==> src/design/alrb_pkg.sv <==
package alrb_pkg;
   // Bus widths
   localparam int AXI_ADDR_W = 15;
   localparam int DATA_W = 32;
   localparam int STRB_W = 4;
   localparam int WORD_W = AXI_ADDR_W - 2;
   // Decoder layout
   localparam int AREA_N = 7;
   localparam int OFS_W = 10;
   localparam int RD_DELAY = 3;
   localparam logic [AXI_ADDR_W-1:0] AREA_SPAN = 15'h1000;
   localparam logic [AREA_N-1:0][AXI_ADDR_W-1:0] AREA_BASE = {
      15'h6000, 15'h5000, 15'h4000, 15'h3000, 15'h2000, 15'h1000, 15'h0000
   };
   // Responses
   localparam logic [1:0] RESP_OKAY = 2'h0;

   typedef struct packed {
      logic awvalid;
      logic [AXI_ADDR_W-1:0] awaddr;
      logic wvalid;
      logic [DATA_W-1:0] wdata;
      logic [STRB_W-1:0] wstrb;
      logic bready;
      logic arvalid;
      logic [AXI_ADDR_W-1:0] araddr;
      logic rready;
   } alrb_axi_in_type;

   typedef struct packed {
      logic awready;
      logic wready;
      logic bvalid;
      logic [1:0] bresp;
      logic arready;
      logic rvalid;
      logic [DATA_W-1:0] rdata;
      logic [1:0] rresp;
   } alrb_axi_out_type;

   typedef struct packed {
      logic [WORD_W-1:0] word_addr;
      logic write_strobe;
      logic [DATA_W-1:0] write_value;
      logic [STRB_W-1:0] byte_mask;
      logic read_request;
   } alrb_reg_cmd_type;

   typedef struct packed {
      logic [OFS_W-1:0] offset;
      logic [DATA_W-1:0] write_value;
      logic [STRB_W-1:0] byte_mask;
   } alrb_area_cmd_type;

   typedef enum logic [1:0] {
      OP_IDLE = 2'b00,
      OP_READ = 2'b01,
      OP_RESP = 2'b10,
      OP_WAIT = 2'b11
   } alrb_op_type;

   localparam alrb_axi_out_type AXI_OUT_RST = '0;
   localparam alrb_reg_cmd_type REG_CMD_RST = '0;
endpackage : alrb_pkg

==> src/design/alrb_register_decoder.sv <==
`timescale 1ns/1ps
module alrb_register_decoder
   import alrb_pkg::*;
#(
   parameter int READ_DELAY = RD_DELAY
)
(
   // System
   input wire logic clk,
   input wire logic resetn,
   // Register side
   input alrb_reg_cmd_type reg_cmd,
   output logic reg_read_valid,
   output logic [DATA_W-1:0] reg_read_value,
   // Areas
   output logic [AREA_N-1:0] area_write_strobe,
   output logic [AREA_N-1:0] area_read_request,
   output alrb_area_cmd_type area_cmd,
   input wire logic [AREA_N-1:0][DATA_W-1:0] area_read_value
);
   if (READ_DELAY < 1 || READ_DELAY > 8) begin : g_bad_delay
      $error("READ_DELAY must be 1 to 8");
   end

   logic [AXI_ADDR_W-1:0] byte_addr;
   logic [AREA_N-1:0] hit;
   logic [READ_DELAY-1:0] pipe_q;
   logic [READ_DELAY-1:0] pipe_d;

   assign byte_addr = {reg_cmd.word_addr, 2'b00};

   // Area select from upper bits
   for (genvar i = 0; i < AREA_N; i++) begin : g_area
      assign hit[i] = (byte_addr >= AREA_BASE[i]) &&
                      (byte_addr < AREA_BASE[i] + AREA_SPAN);
      assign area_write_strobe[i] = hit[i] & reg_cmd.write_strobe;
      assign area_read_request[i] = hit[i] & reg_cmd.read_request;
   end

   // Lower bits go to every area
   assign area_cmd.offset = reg_cmd.word_addr[OFS_W-1:0];
   assign area_cmd.write_value = reg_cmd.write_value;
   assign area_cmd.byte_mask = reg_cmd.byte_mask;

   // Read mux, zero for unmapped space
   always_comb begin
      reg_read_value = '0;
      for (int i = 0; i < AREA_N; i++) begin
         if (hit[i]) begin
            reg_read_value = reg_read_value | area_read_value[i];
         end
      end
   end

   // Fixed read latency chain
   always_comb begin
      pipe_d = (READ_DELAY)'({pipe_q, reg_cmd.read_request});
   end

   always_ff @(posedge clk) begin
      if (!resetn) begin
         pipe_q <= '0;
      end else begin
         pipe_q <= pipe_d;
      end
   end

   assign reg_read_valid = pipe_q[READ_DELAY-1];
endmodule : alrb_register_decoder

==> src/design/alrb_axi_to_register_top.sv <==
// What this block does
// - Write address, write data, read address, read data handled by separate logic.
// - Write address and data cross domains into the register write port.
// - One register address serves writes and reads; they never overlap.
// - Register read data crosses back and appears on the AXI read channel.
// - Write strobe coincides with word address, write data and byte mask.
// - Four byte mask bits flag data bytes 0 to 3; only those written.
// - Read request is raised together with a valid address.
// - Address stays unchanged during a read until read valid arrives.
// - Upper address bits pick the target area; lower bits go to it.
// - Areas: core 0x0000, pattern 0x1000, tx control 0x2000.
// - Areas: tx ram 0x3000, rx control 0x4000, rx ram 0x5000, mac 0x6000.
// - Read valid is read request delayed through three flip-flops.
`timescale 1ns/1ps
module alrb_axi_to_register_top
   import alrb_pkg::*;
(
   // System
   input wire logic clk,
   input wire logic resetn,
   // CPU bus
   input wire logic cpu_clock,
   input alrb_axi_in_type axi_in,
   output alrb_axi_out_type axi_out,
   // Register areas
   output logic [AREA_N-1:0] area_write_strobe,
   output logic [AREA_N-1:0] area_read_request,
   output alrb_area_cmd_type area_cmd,
   input wire logic [AREA_N-1:0][DATA_W-1:0] area_read_value
);
   // Synchroniser state
   logic [2:0] cclk_q;
   logic [2:0] cclk_d;
   alrb_axi_in_type in_meta_q;
   alrb_axi_in_type in_sync_q;
   logic rise;
   logic fall;

   // Channel state
   alrb_axi_in_type samp_q;
   alrb_axi_in_type samp_d;
   alrb_axi_out_type out_q;
   alrb_axi_out_type out_d;
   logic aw_full_q;
   logic aw_full_d;
   logic [AXI_ADDR_W-1:0] aw_addr_q;
   logic [AXI_ADDR_W-1:0] aw_addr_d;
   logic w_full_q;
   logic w_full_d;
   logic [DATA_W-1:0] w_data_q;
   logic [DATA_W-1:0] w_data_d;
   logic [STRB_W-1:0] w_strb_q;
   logic [STRB_W-1:0] w_strb_d;
   logic ar_full_q;
   logic ar_full_d;
   logic [AXI_ADDR_W-1:0] ar_addr_q;
   logic [AXI_ADDR_W-1:0] ar_addr_d;

   // Operation state
   alrb_op_type op_q;
   alrb_op_type op_d;
   logic op_rd_q;
   logic op_rd_d;
   alrb_reg_cmd_type cmd_q;
   alrb_reg_cmd_type cmd_d;
   logic [DATA_W-1:0] rd_data_q;
   logic [DATA_W-1:0] rd_data_d;
   logic issue_wr;
   logic issue_rd;
   logic resp_done;
   logic reg_read_valid;
   logic [DATA_W-1:0] reg_read_value;

   // Bring cpu clock and bus into clk domain
   always_comb begin
      cclk_d = {cclk_q[1:0], cpu_clock};
   end

   always_ff @(posedge clk) begin
      if (!resetn) begin
         cclk_q <= 3'h0;
         in_meta_q <= '0;
         in_sync_q <= '0;
      end else begin
         cclk_q <= cclk_d;
         in_meta_q <= axi_in;
         in_sync_q <= in_meta_q;
      end
   end

   assign rise = cclk_q[1] & ~cclk_q[2];
   assign fall = cclk_q[2] & ~cclk_q[1];

   assign resp_done = rise && (op_q == OP_WAIT) &&
                      ((out_q.bvalid && samp_q.bready) ||
                       (out_q.rvalid && samp_q.rready));

   // AXI channels, handshakes evaluated at cpu clock rise
   always_comb begin
      samp_d = samp_q;
      out_d = out_q;
      aw_full_d = aw_full_q;
      aw_addr_d = aw_addr_q;
      w_full_d = w_full_q;
      w_data_d = w_data_q;
      w_strb_d = w_strb_q;
      ar_full_d = ar_full_q;
      ar_addr_d = ar_addr_q;
      if (fall) begin
         samp_d = in_sync_q;
      end
      if (rise) begin
         if (samp_q.awvalid && out_q.awready) begin
            aw_full_d = 1'b1;
            aw_addr_d = samp_q.awaddr;
         end
         if (samp_q.wvalid && out_q.wready) begin
            w_full_d = 1'b1;
            w_data_d = samp_q.wdata;
            w_strb_d = samp_q.wstrb;
         end
         if (samp_q.arvalid && out_q.arready) begin
            ar_full_d = 1'b1;
            ar_addr_d = samp_q.araddr;
         end
         if (out_q.bvalid && samp_q.bready) begin
            out_d.bvalid = 1'b0;
         end
         if (out_q.rvalid && samp_q.rready) begin
            out_d.rvalid = 1'b0;
         end
         if (op_q == OP_RESP) begin
            if (op_rd_q) begin
               out_d.rvalid = 1'b1;
               out_d.rdata = rd_data_q;
               out_d.rresp = RESP_OKAY;
            end else begin
               out_d.bvalid = 1'b1;
               out_d.bresp = RESP_OKAY;
            end
         end
         out_d.awready = !aw_full_d;
         out_d.wready = !w_full_d;
         out_d.arready = !ar_full_d;
      end
      if (issue_wr) begin
         aw_full_d = 1'b0;
         w_full_d = 1'b0;
      end
      if (issue_rd) begin
         ar_full_d = 1'b0;
      end
   end

   always_ff @(posedge clk) begin
      if (!resetn) begin
         samp_q <= '0;
         out_q <= AXI_OUT_RST;
         aw_full_q <= 1'b0;
         aw_addr_q <= '0;
         w_full_q <= 1'b0;
         w_data_q <= '0;
         w_strb_q <= '0;
         ar_full_q <= 1'b0;
         ar_addr_q <= '0;
      end else begin
         samp_q <= samp_d;
         out_q <= out_d;
         aw_full_q <= aw_full_d;
         aw_addr_q <= aw_addr_d;
         w_full_q <= w_full_d;
         w_data_q <= w_data_d;
         w_strb_q <= w_strb_d;
         ar_full_q <= ar_full_d;
         ar_addr_q <= ar_addr_d;
      end
   end

   assign axi_out = out_q;

   // Register port sequencing, one access at a time
   always_comb begin
      op_d = op_q;
      op_rd_d = op_rd_q;
      cmd_d = cmd_q;
      rd_data_d = rd_data_q;
      issue_wr = 1'b0;
      issue_rd = 1'b0;
      cmd_d.write_strobe = 1'b0;
      cmd_d.read_request = 1'b0;
      unique case (op_q)
         OP_IDLE: begin
            if (aw_full_q && w_full_q) begin
               issue_wr = 1'b1;
               cmd_d.word_addr = aw_addr_q[AXI_ADDR_W-1:2];
               cmd_d.write_value = w_data_q;
               cmd_d.byte_mask = w_strb_q;
               cmd_d.write_strobe = 1'b1;
               op_rd_d = 1'b0;
               op_d = OP_RESP;
            end else if (ar_full_q) begin
               issue_rd = 1'b1;
               cmd_d.word_addr = ar_addr_q[AXI_ADDR_W-1:2];
               cmd_d.read_request = 1'b1;
               op_rd_d = 1'b1;
               op_d = OP_READ;
            end
         end
         OP_READ: begin
            if (reg_read_valid) begin
               rd_data_d = reg_read_value;
               op_d = OP_RESP;
            end
         end
         OP_RESP: begin
            if (rise) begin
               op_d = OP_WAIT;
            end
         end
         OP_WAIT: begin
            if (resp_done) begin
               op_d = OP_IDLE;
            end
         end
      endcase
   end

   always_ff @(posedge clk) begin
      if (!resetn) begin
         op_q <= OP_IDLE;
         op_rd_q <= 1'b0;
         cmd_q <= REG_CMD_RST;
         rd_data_q <= '0;
      end else begin
         op_q <= op_d;
         op_rd_q <= op_rd_d;
         cmd_q <= cmd_d;
         rd_data_q <= rd_data_d;
      end
   end

   alrb_register_decoder #(
      .READ_DELAY(RD_DELAY)
   ) u_decoder (
      .clk(clk),
      .resetn(resetn),
      .reg_cmd(cmd_q),
      .reg_read_valid(reg_read_valid),
      .reg_read_value(reg_read_value),
      .area_write_strobe(area_write_strobe),
      .area_read_request(area_read_request),
      .area_cmd(area_cmd),
      .area_read_value(area_read_value)
   );
endmodule : alrb_axi_to_register_top

==> config.mk <==
export PLATFORM = sky130hd
export DESIGN_NAME = alrb_axi_to_register_top
export DESIGN_NICKNAME = d
export VERILOG_FILES = /design/src/design/alrb_pkg.sv /design/src/design/alrb_register_decoder.sv /design/src/design/alrb_axi_to_register_top.sv
export SDC_FILE = /design/constraint.sdc
export NUM_CORES = 1
export LEC_CHECK = 0
export ABC_CLOCK_PERIOD_IN_PS = 4400
export BUFFER_PORTS_ARGS = -buffer_cell sky130_fd_sc_hd__buf_2
export CELL_PAD_IN_SITES_DETAIL_PLACEMENT = 1
export CELL_PAD_IN_SITES_GLOBAL_PLACEMENT = 2
export CORE_ASPECT_RATIO = 1.5
export CORE_UTILIZATION = 33
export DETAILED_ROUTE_END_ITERATION = 7
export PLACE_DENSITY_LB_ADDON = 0.08
export SLEW_MARGIN = 20
export SYNTH_ARGS = -nofsm -noshare
export SYNTH_HDL_FRONTEND = slang
export SYNTH_SLANG_ARGS = --single-unit
export TNS_END_PERCENT = 1
==> constraint.sdc <==
create_clock -name clk -period 4.4 [get_ports clk]
set_clock_uncertainty 0.2 [all_clocks]
set_input_delay 0.66 -clock clk [delete_from_list [all_inputs] [get_ports clk]]
set_output_delay 0.66 -clock clk [all_outputs]
set_load 0.05 [all_outputs]
### Word-level counts from Yosys, hierarchy flattened

Cells that the tools add are included.

| word-level totals | value |
|---|---|
| register bits | 411 |
| latch bits | 0 |
| bits in writable memories | 0 |
| ROM bits | 0 |
| bits of input ports | 298 |
| output and inout port bits | 101 |
| word-level logic and storage cells | 163 |
| memories kept | 0 |

| operators by class | value |
|---|---|
| add/subtract/negate cells | 0 |
| multipliers | 0 |
| divide/modulo/power cells | 0 |
| $lt $le $gt $ge | 14 |
| eq/ne operators | 7 |
| shift-type cells | 0 |
| muxes and demuxes | 35 |
| bitwise logic cells | 25 |
| reduce and logical (&&, ||, !) cells | 32 |

Operator list:

| kind | count |
|---|---|
| $mux W32 | 7 |
| $or A32 B32 Y32 | 6 |
| $mux W35 | 2 |
| $lt A15 B15 Y1 const B | 4 |
| $ge A15 B15 Y1 const B | 3 |
| $mux W37 | 1 |
| $ge A15 B14 Y1 const B | 2 |
| $lt A15 B14 Y1 const B | 2 |
| $mux W13 | 2 |
| $and A1 B1 Y1 | 16 |
| $ge A15 B1 Y1 const B | 1 |
| $ge A15 B13 Y1 const B | 1 |
| $logic_and A1 B1 Y1 | 15 |
| $lt A15 B13 Y1 const B | 1 |
| $mux W1 | 15 |
| $reduce_and A2 Y1 | 7 |
| $mux W2 | 5 |
| $pmux W2 S4 | 1 |
| $mux W3 | 2 |
| $eq A2 B2 Y1 const B | 2 |
| $ne A2 B2 Y1 const B | 2 |
| $reduce_and A4 Y1 | 1 |
| $reduce_or A2 Y1 | 2 |
| $logic_not A1 Y1 | 3 |
| 8 further kinds | 10 |

### Depth between registers and ports, before layout

| logic depth | value |
|---|---|
| word-level depth | 15 |
| gate-level depth with buffers | 8 |
| mapped depth without buffers | 6 |

### Hierarchy

From an unflattened synthesis, not the netlist that was laid out.

| second synthesis, totals | value |
|---|---|
| cells, all modules | 1730 |
| area, all modules | 15588.7 um^2 |

Modules (own cells, without submodules):

| module | instances | cells an instance | area each (um^2) | sequential area each (um^2) |
|---|---|---|---|---|
| alrb_axi_to_register_top | 1 | 1357 | 13107.6 | 7847.5 |
| alrb_register_decoder | 1 | 373 | 2481.1 | 60.1 |

### Worst setup path after synthesis

No wires, ideal clock.

| timing path | value |
|---|---|
| path kind | register to output |
| start | register cmd_q[49] in the netlist's numbering |
| end | output area_read_request[2] |
| arrival | 1797 ps |
| data required time | 3540 ps |
| slack | 1743 ps |
| stages on the path, launching flop included | 5 |
| path buffers | 2 |
| cells stage by stage | dfxtp_1 buf_6 buf_8 nand2_1 nor3_1 |

| on the way | value |
|---|---|
| longest elaborated chain between the ends | 3 |
| elaborated cells between the ends (all ways) | 4 |
| those cells by class | 2 x order compare; 1 x bitwise; 1 x reduce/logical |

Ends and longest elaborated chain:

| what | RTL line | RTL |
|---|---|---|
| from (decl) | alrb_axi_to_register_top.sv:64 | `alrb_reg_cmd_type cmd_q;` |
| from (signal assigned) | alrb_axi_to_register_top.sv:237 | `cmd_q <= cmd_d;` |
| $ge A15 B14 Y1 / $lt A15 B14 Y1 (equally long branches) | alrb_register_decoder.sv:34, alrb_register_decoder.sv:35 |  |
| $logic_and A1 B1 Y1 * | alrb_register_decoder.sv:34 | `assign hit[i] = (byte_addr >= AREA_BASE[i]) &&` |
| $and A1 B1 Y1 * | alrb_register_decoder.sv:37 | `assign area_read_request[i] = hit[i] & reg_cmd.read_request;` |
| to (decl) | alrb_axi_to_register_top.sv:27 | `output logic [AREA_N-1:0] area_read_request,` |

Mark *: on every way between the ends. The rest lies on a longest branch, timed or not.

### Worst setup path after layout

| timing path | value |
|---|---|
| start | register cmd_q[48] in the netlist's numbering |
| end | output area_write_strobe[4] |

| on the way | value |
|---|---|
| longest elaborated chain between the ends | 3 |
| elaborated cells between the ends (all ways) | 4 |
| those cells by class | 2 x order compare; 1 x bitwise; 1 x reduce/logical |

Ends and longest elaborated chain:

| what | RTL line | RTL |
|---|---|---|
| $ge A15 B15 Y1 / $lt A15 B15 Y1 (equally long branches) | alrb_register_decoder.sv:34, alrb_register_decoder.sv:35 |  |
| $logic_and A1 B1 Y1 * | alrb_register_decoder.sv:34 |  |
| $and A1 B1 Y1 * | alrb_register_decoder.sv:36 | `assign area_write_strobe[i] = hit[i] & reg_cmd.write_strobe;` |
| to (decl) | alrb_axi_to_register_top.sv:26 | `output logic [AREA_N-1:0] area_write_strobe,` |

Marks and branches as above.

==> reports/qor.yml <==
synthCells: 1632
endpoint_kind: "output port"
grt_use_total_pct: 19.43
dp.cells: 2440
vias_per_cell: 4.802
ctsResizeCount: 0
rsz0062_at_grt: "false"
cts-root-buf: "clkbuf_16"
final.min_clock_period_ps: 3238
grt_max_degree: 256
status: "completed"
ant_nets: 0
crit_fanout: 27
syn_area_per_cell_um2: 9.116
hold_violations: 0
synthArstFlopShare_pct: 0
place.port_buffers: 390
fin_util_pct: 40.77
p_leak_uw: 0.007200
cts_tree: "yes"
gr-total-overflow: 0
synth_flop_cell: "dfxtp_1"
hp-class: "input port to register"
grt_pass1_vias: 12370
fp.dieH_um: 262.1
synth_top_area_cell: "dfxtp_1"
slew_viol_final: 0
synth_area_leaders: "dfxtp_1 53%, nand2_1 9.1%, and2_1 5.9%, a21oi_1 5.1%, a22o_1 3.9%"
crit_path_start_kind: "register"
worst_pin_slew_ps: 1089
wire_per_inst_um: 18.09
start_util_pct: 33.64
synth_warnings: 0
synthToLayoutAreaGrowth_pct: 21.17
crit_required_ps: 3540
cp_data_arrival_time_ps: 2380
fmax_mhz: 308.8
final_cells: 2510
crit_start: "cmd_q[48]"
rows: 94
period_share_pct: 73.60
cts.path.max_buffers: 3
max-vdd-ir-drop_v: 0.0002672
layout-drive-gt1-share_pct: 24.94
synthMostInstantiatedCell: "dfxtp_1"
grt_pass1_wl_mm: 70.00
setup_viol: 0
relSlewSlack_pct: 27.22
ctsHoldBuffers: 0
placed_cell_area_um2: 16770
setup-tns-final_ps: 0
placeableCoreArea_um2: 44220
reg2reg_from: "cmd_q[48]"
cts_made_buffers: 39
yosysUniqueCellTypes: 43
dieWidth_um: 175.4
synth-edff-count: 0
synth_top_area_share_pct: 53.15
fp.dieArea_um2: 45960
cts_sinks: 395
cts_setup_buffers: 0
design_area_um2: 18030
fillers: 5215
clkSlewWorstSetupHoldPaths_ps: 60
route.final.wire_length_mm: 45.40
criticalPathCategory: "register to output port"
nNetsFinal: 2207
synthesis.area_um2: 14880
clk_latency_ps: 530
place_congestion: 0.8720
dp_hpwl_mm: 31.78
num_vias: 12050
drcViolationCount: 0
ys_seq_area_share_pct: 53.15
boundaryPins: 399
max_cap_violations: 0
ys_seq_elements: 395
cts-htree-levels: 2
powerDensity_nw_per_um2: 403.3
antenna_found_initial: 3
first_pass_iters: 4
power.total_uw: 7270
first_iter_violations: 395
hp-start: "axi_in[7]"
synth_commonest_cells: "395 x dfxtp_1, 362 x nand2_1, 151 x a21oi_1"
[power breakdown]
part | internal (uW) | total (uW) | switching, uW
combinational | 172 | 342 | 170
sequential | 3640 | 3660 | 18.7
clock | 1910 | 3270 | 1360
total | 5720 | 7270 | 1550
[metrics by stage]
stage	setup WS (ps)	hold slack, ps
2_1_floorplan	1743	211.9
3_3_place_gp	1569	213.8
3_5_place_dp	1570	220.4
4_1_cts	1111	107.9
5_1_grt	1051	119.3
6_report	1162	137.0
[routing by layer]
metal  vias up  share of wire [%]  GRT usage (%)
met5         -                  0              0
met4         0                3.6          7.705
met3        76                5.9          4.109
met2       339                 50          36.04
met1      5654                 41          21.44
li1       5985                  -              -
[cells in the final DEF, fill, tap and decap left out, types with 4 or more instances in the layout]
cell       netlist  layout
a21boi_0        17      17
a21boi_1        62      62
a21oi_1        151     151
a221oi_1        31      31
a22o_1          67      67
a22oi_1         33      33
a311oi_1        14      14
and2_1         141     142
buf_2           33     389
buf_4           64      17
clkbuf_1        67      10
clkbuf_16        0      39
clkbuf_8         0       9
clkinv_2         0       6
conb_1           1       4
dfxtp_1        395     393
ha_1             4       4
mux2i_1         34      34
nand2_1        362     362
nand3_1          4       4
nor2_1          34      32
nor3_1           4       4
o21ai_0         33      33
or2_0           16      16
or2_1           15      15
[cell type report]
cell class                 count  area [um^2]  area share (%)
clock buffer                  58         1137           6.309
sequential                   395         7910           43.88
clock inverter                11        115.1          0.6385
inverter                       4        17.52         0.09717
multi-input combinational   1057         6018           33.38
timing repair buffer         408         2106           11.68
antenna                        1        2.502         0.01388
tap                          576        720.7           3.998
[sequential cells by signal, indices dropped and copies added (netlist names)]
signal	count
op_q	2
ar_addr_q	13
in_meta_q	67
aw_addr_q	13
cmd_q	51
ar_full_q	1
cclk_q	3
w_strb_q	4
op_rd_q	1
rd_data_q	32
in_sync_q	67
w_full_q	1
axi_out	37
u_decoder.pipe_q	3
samp_q	67
aw_full_q	1
w_data_q	32
[cells by family (layout without fill, tap and decap cells)]
| group | after synthesis | count (layout) | share of synthesized area, % |
|---|---|---|---|
| multiplexers | 36 | 36 | 2.439 |
| other | 1 | 5 | 0.02520 |
| buffers and inverters | 183 | 481 | 6.745 |
| adder cells (fa/ha/maj) | 4 | 4 | 0.3364 |
| flip-flops | 395 | 395 | 53.15 |
| AO/OA/AOI/OAI | 418 | 418 | 18.98 |
| AND/OR/NAND/NOR | 595 | 595 | 18.32 |
[worst max-delay path: stages (launching register included)]
cell and delay [ps]:
dfxtp_1 840, buf_4 400, nand2b_1 310, nor2_1 90, buf_2 220
[final timing paths]
check | slack, ps | endpoint | depth (start not counted)
hold / removal | 140 | in_meta_q[7] | 2
hold reg to reg | 230 | samp_q[44] | 2
setup / recovery | 1160 | area_write_strobe[4] | 4
setup reg to reg | 1540 | rd_data_q[13] | 6
Power figures use the tool's default switching activity.
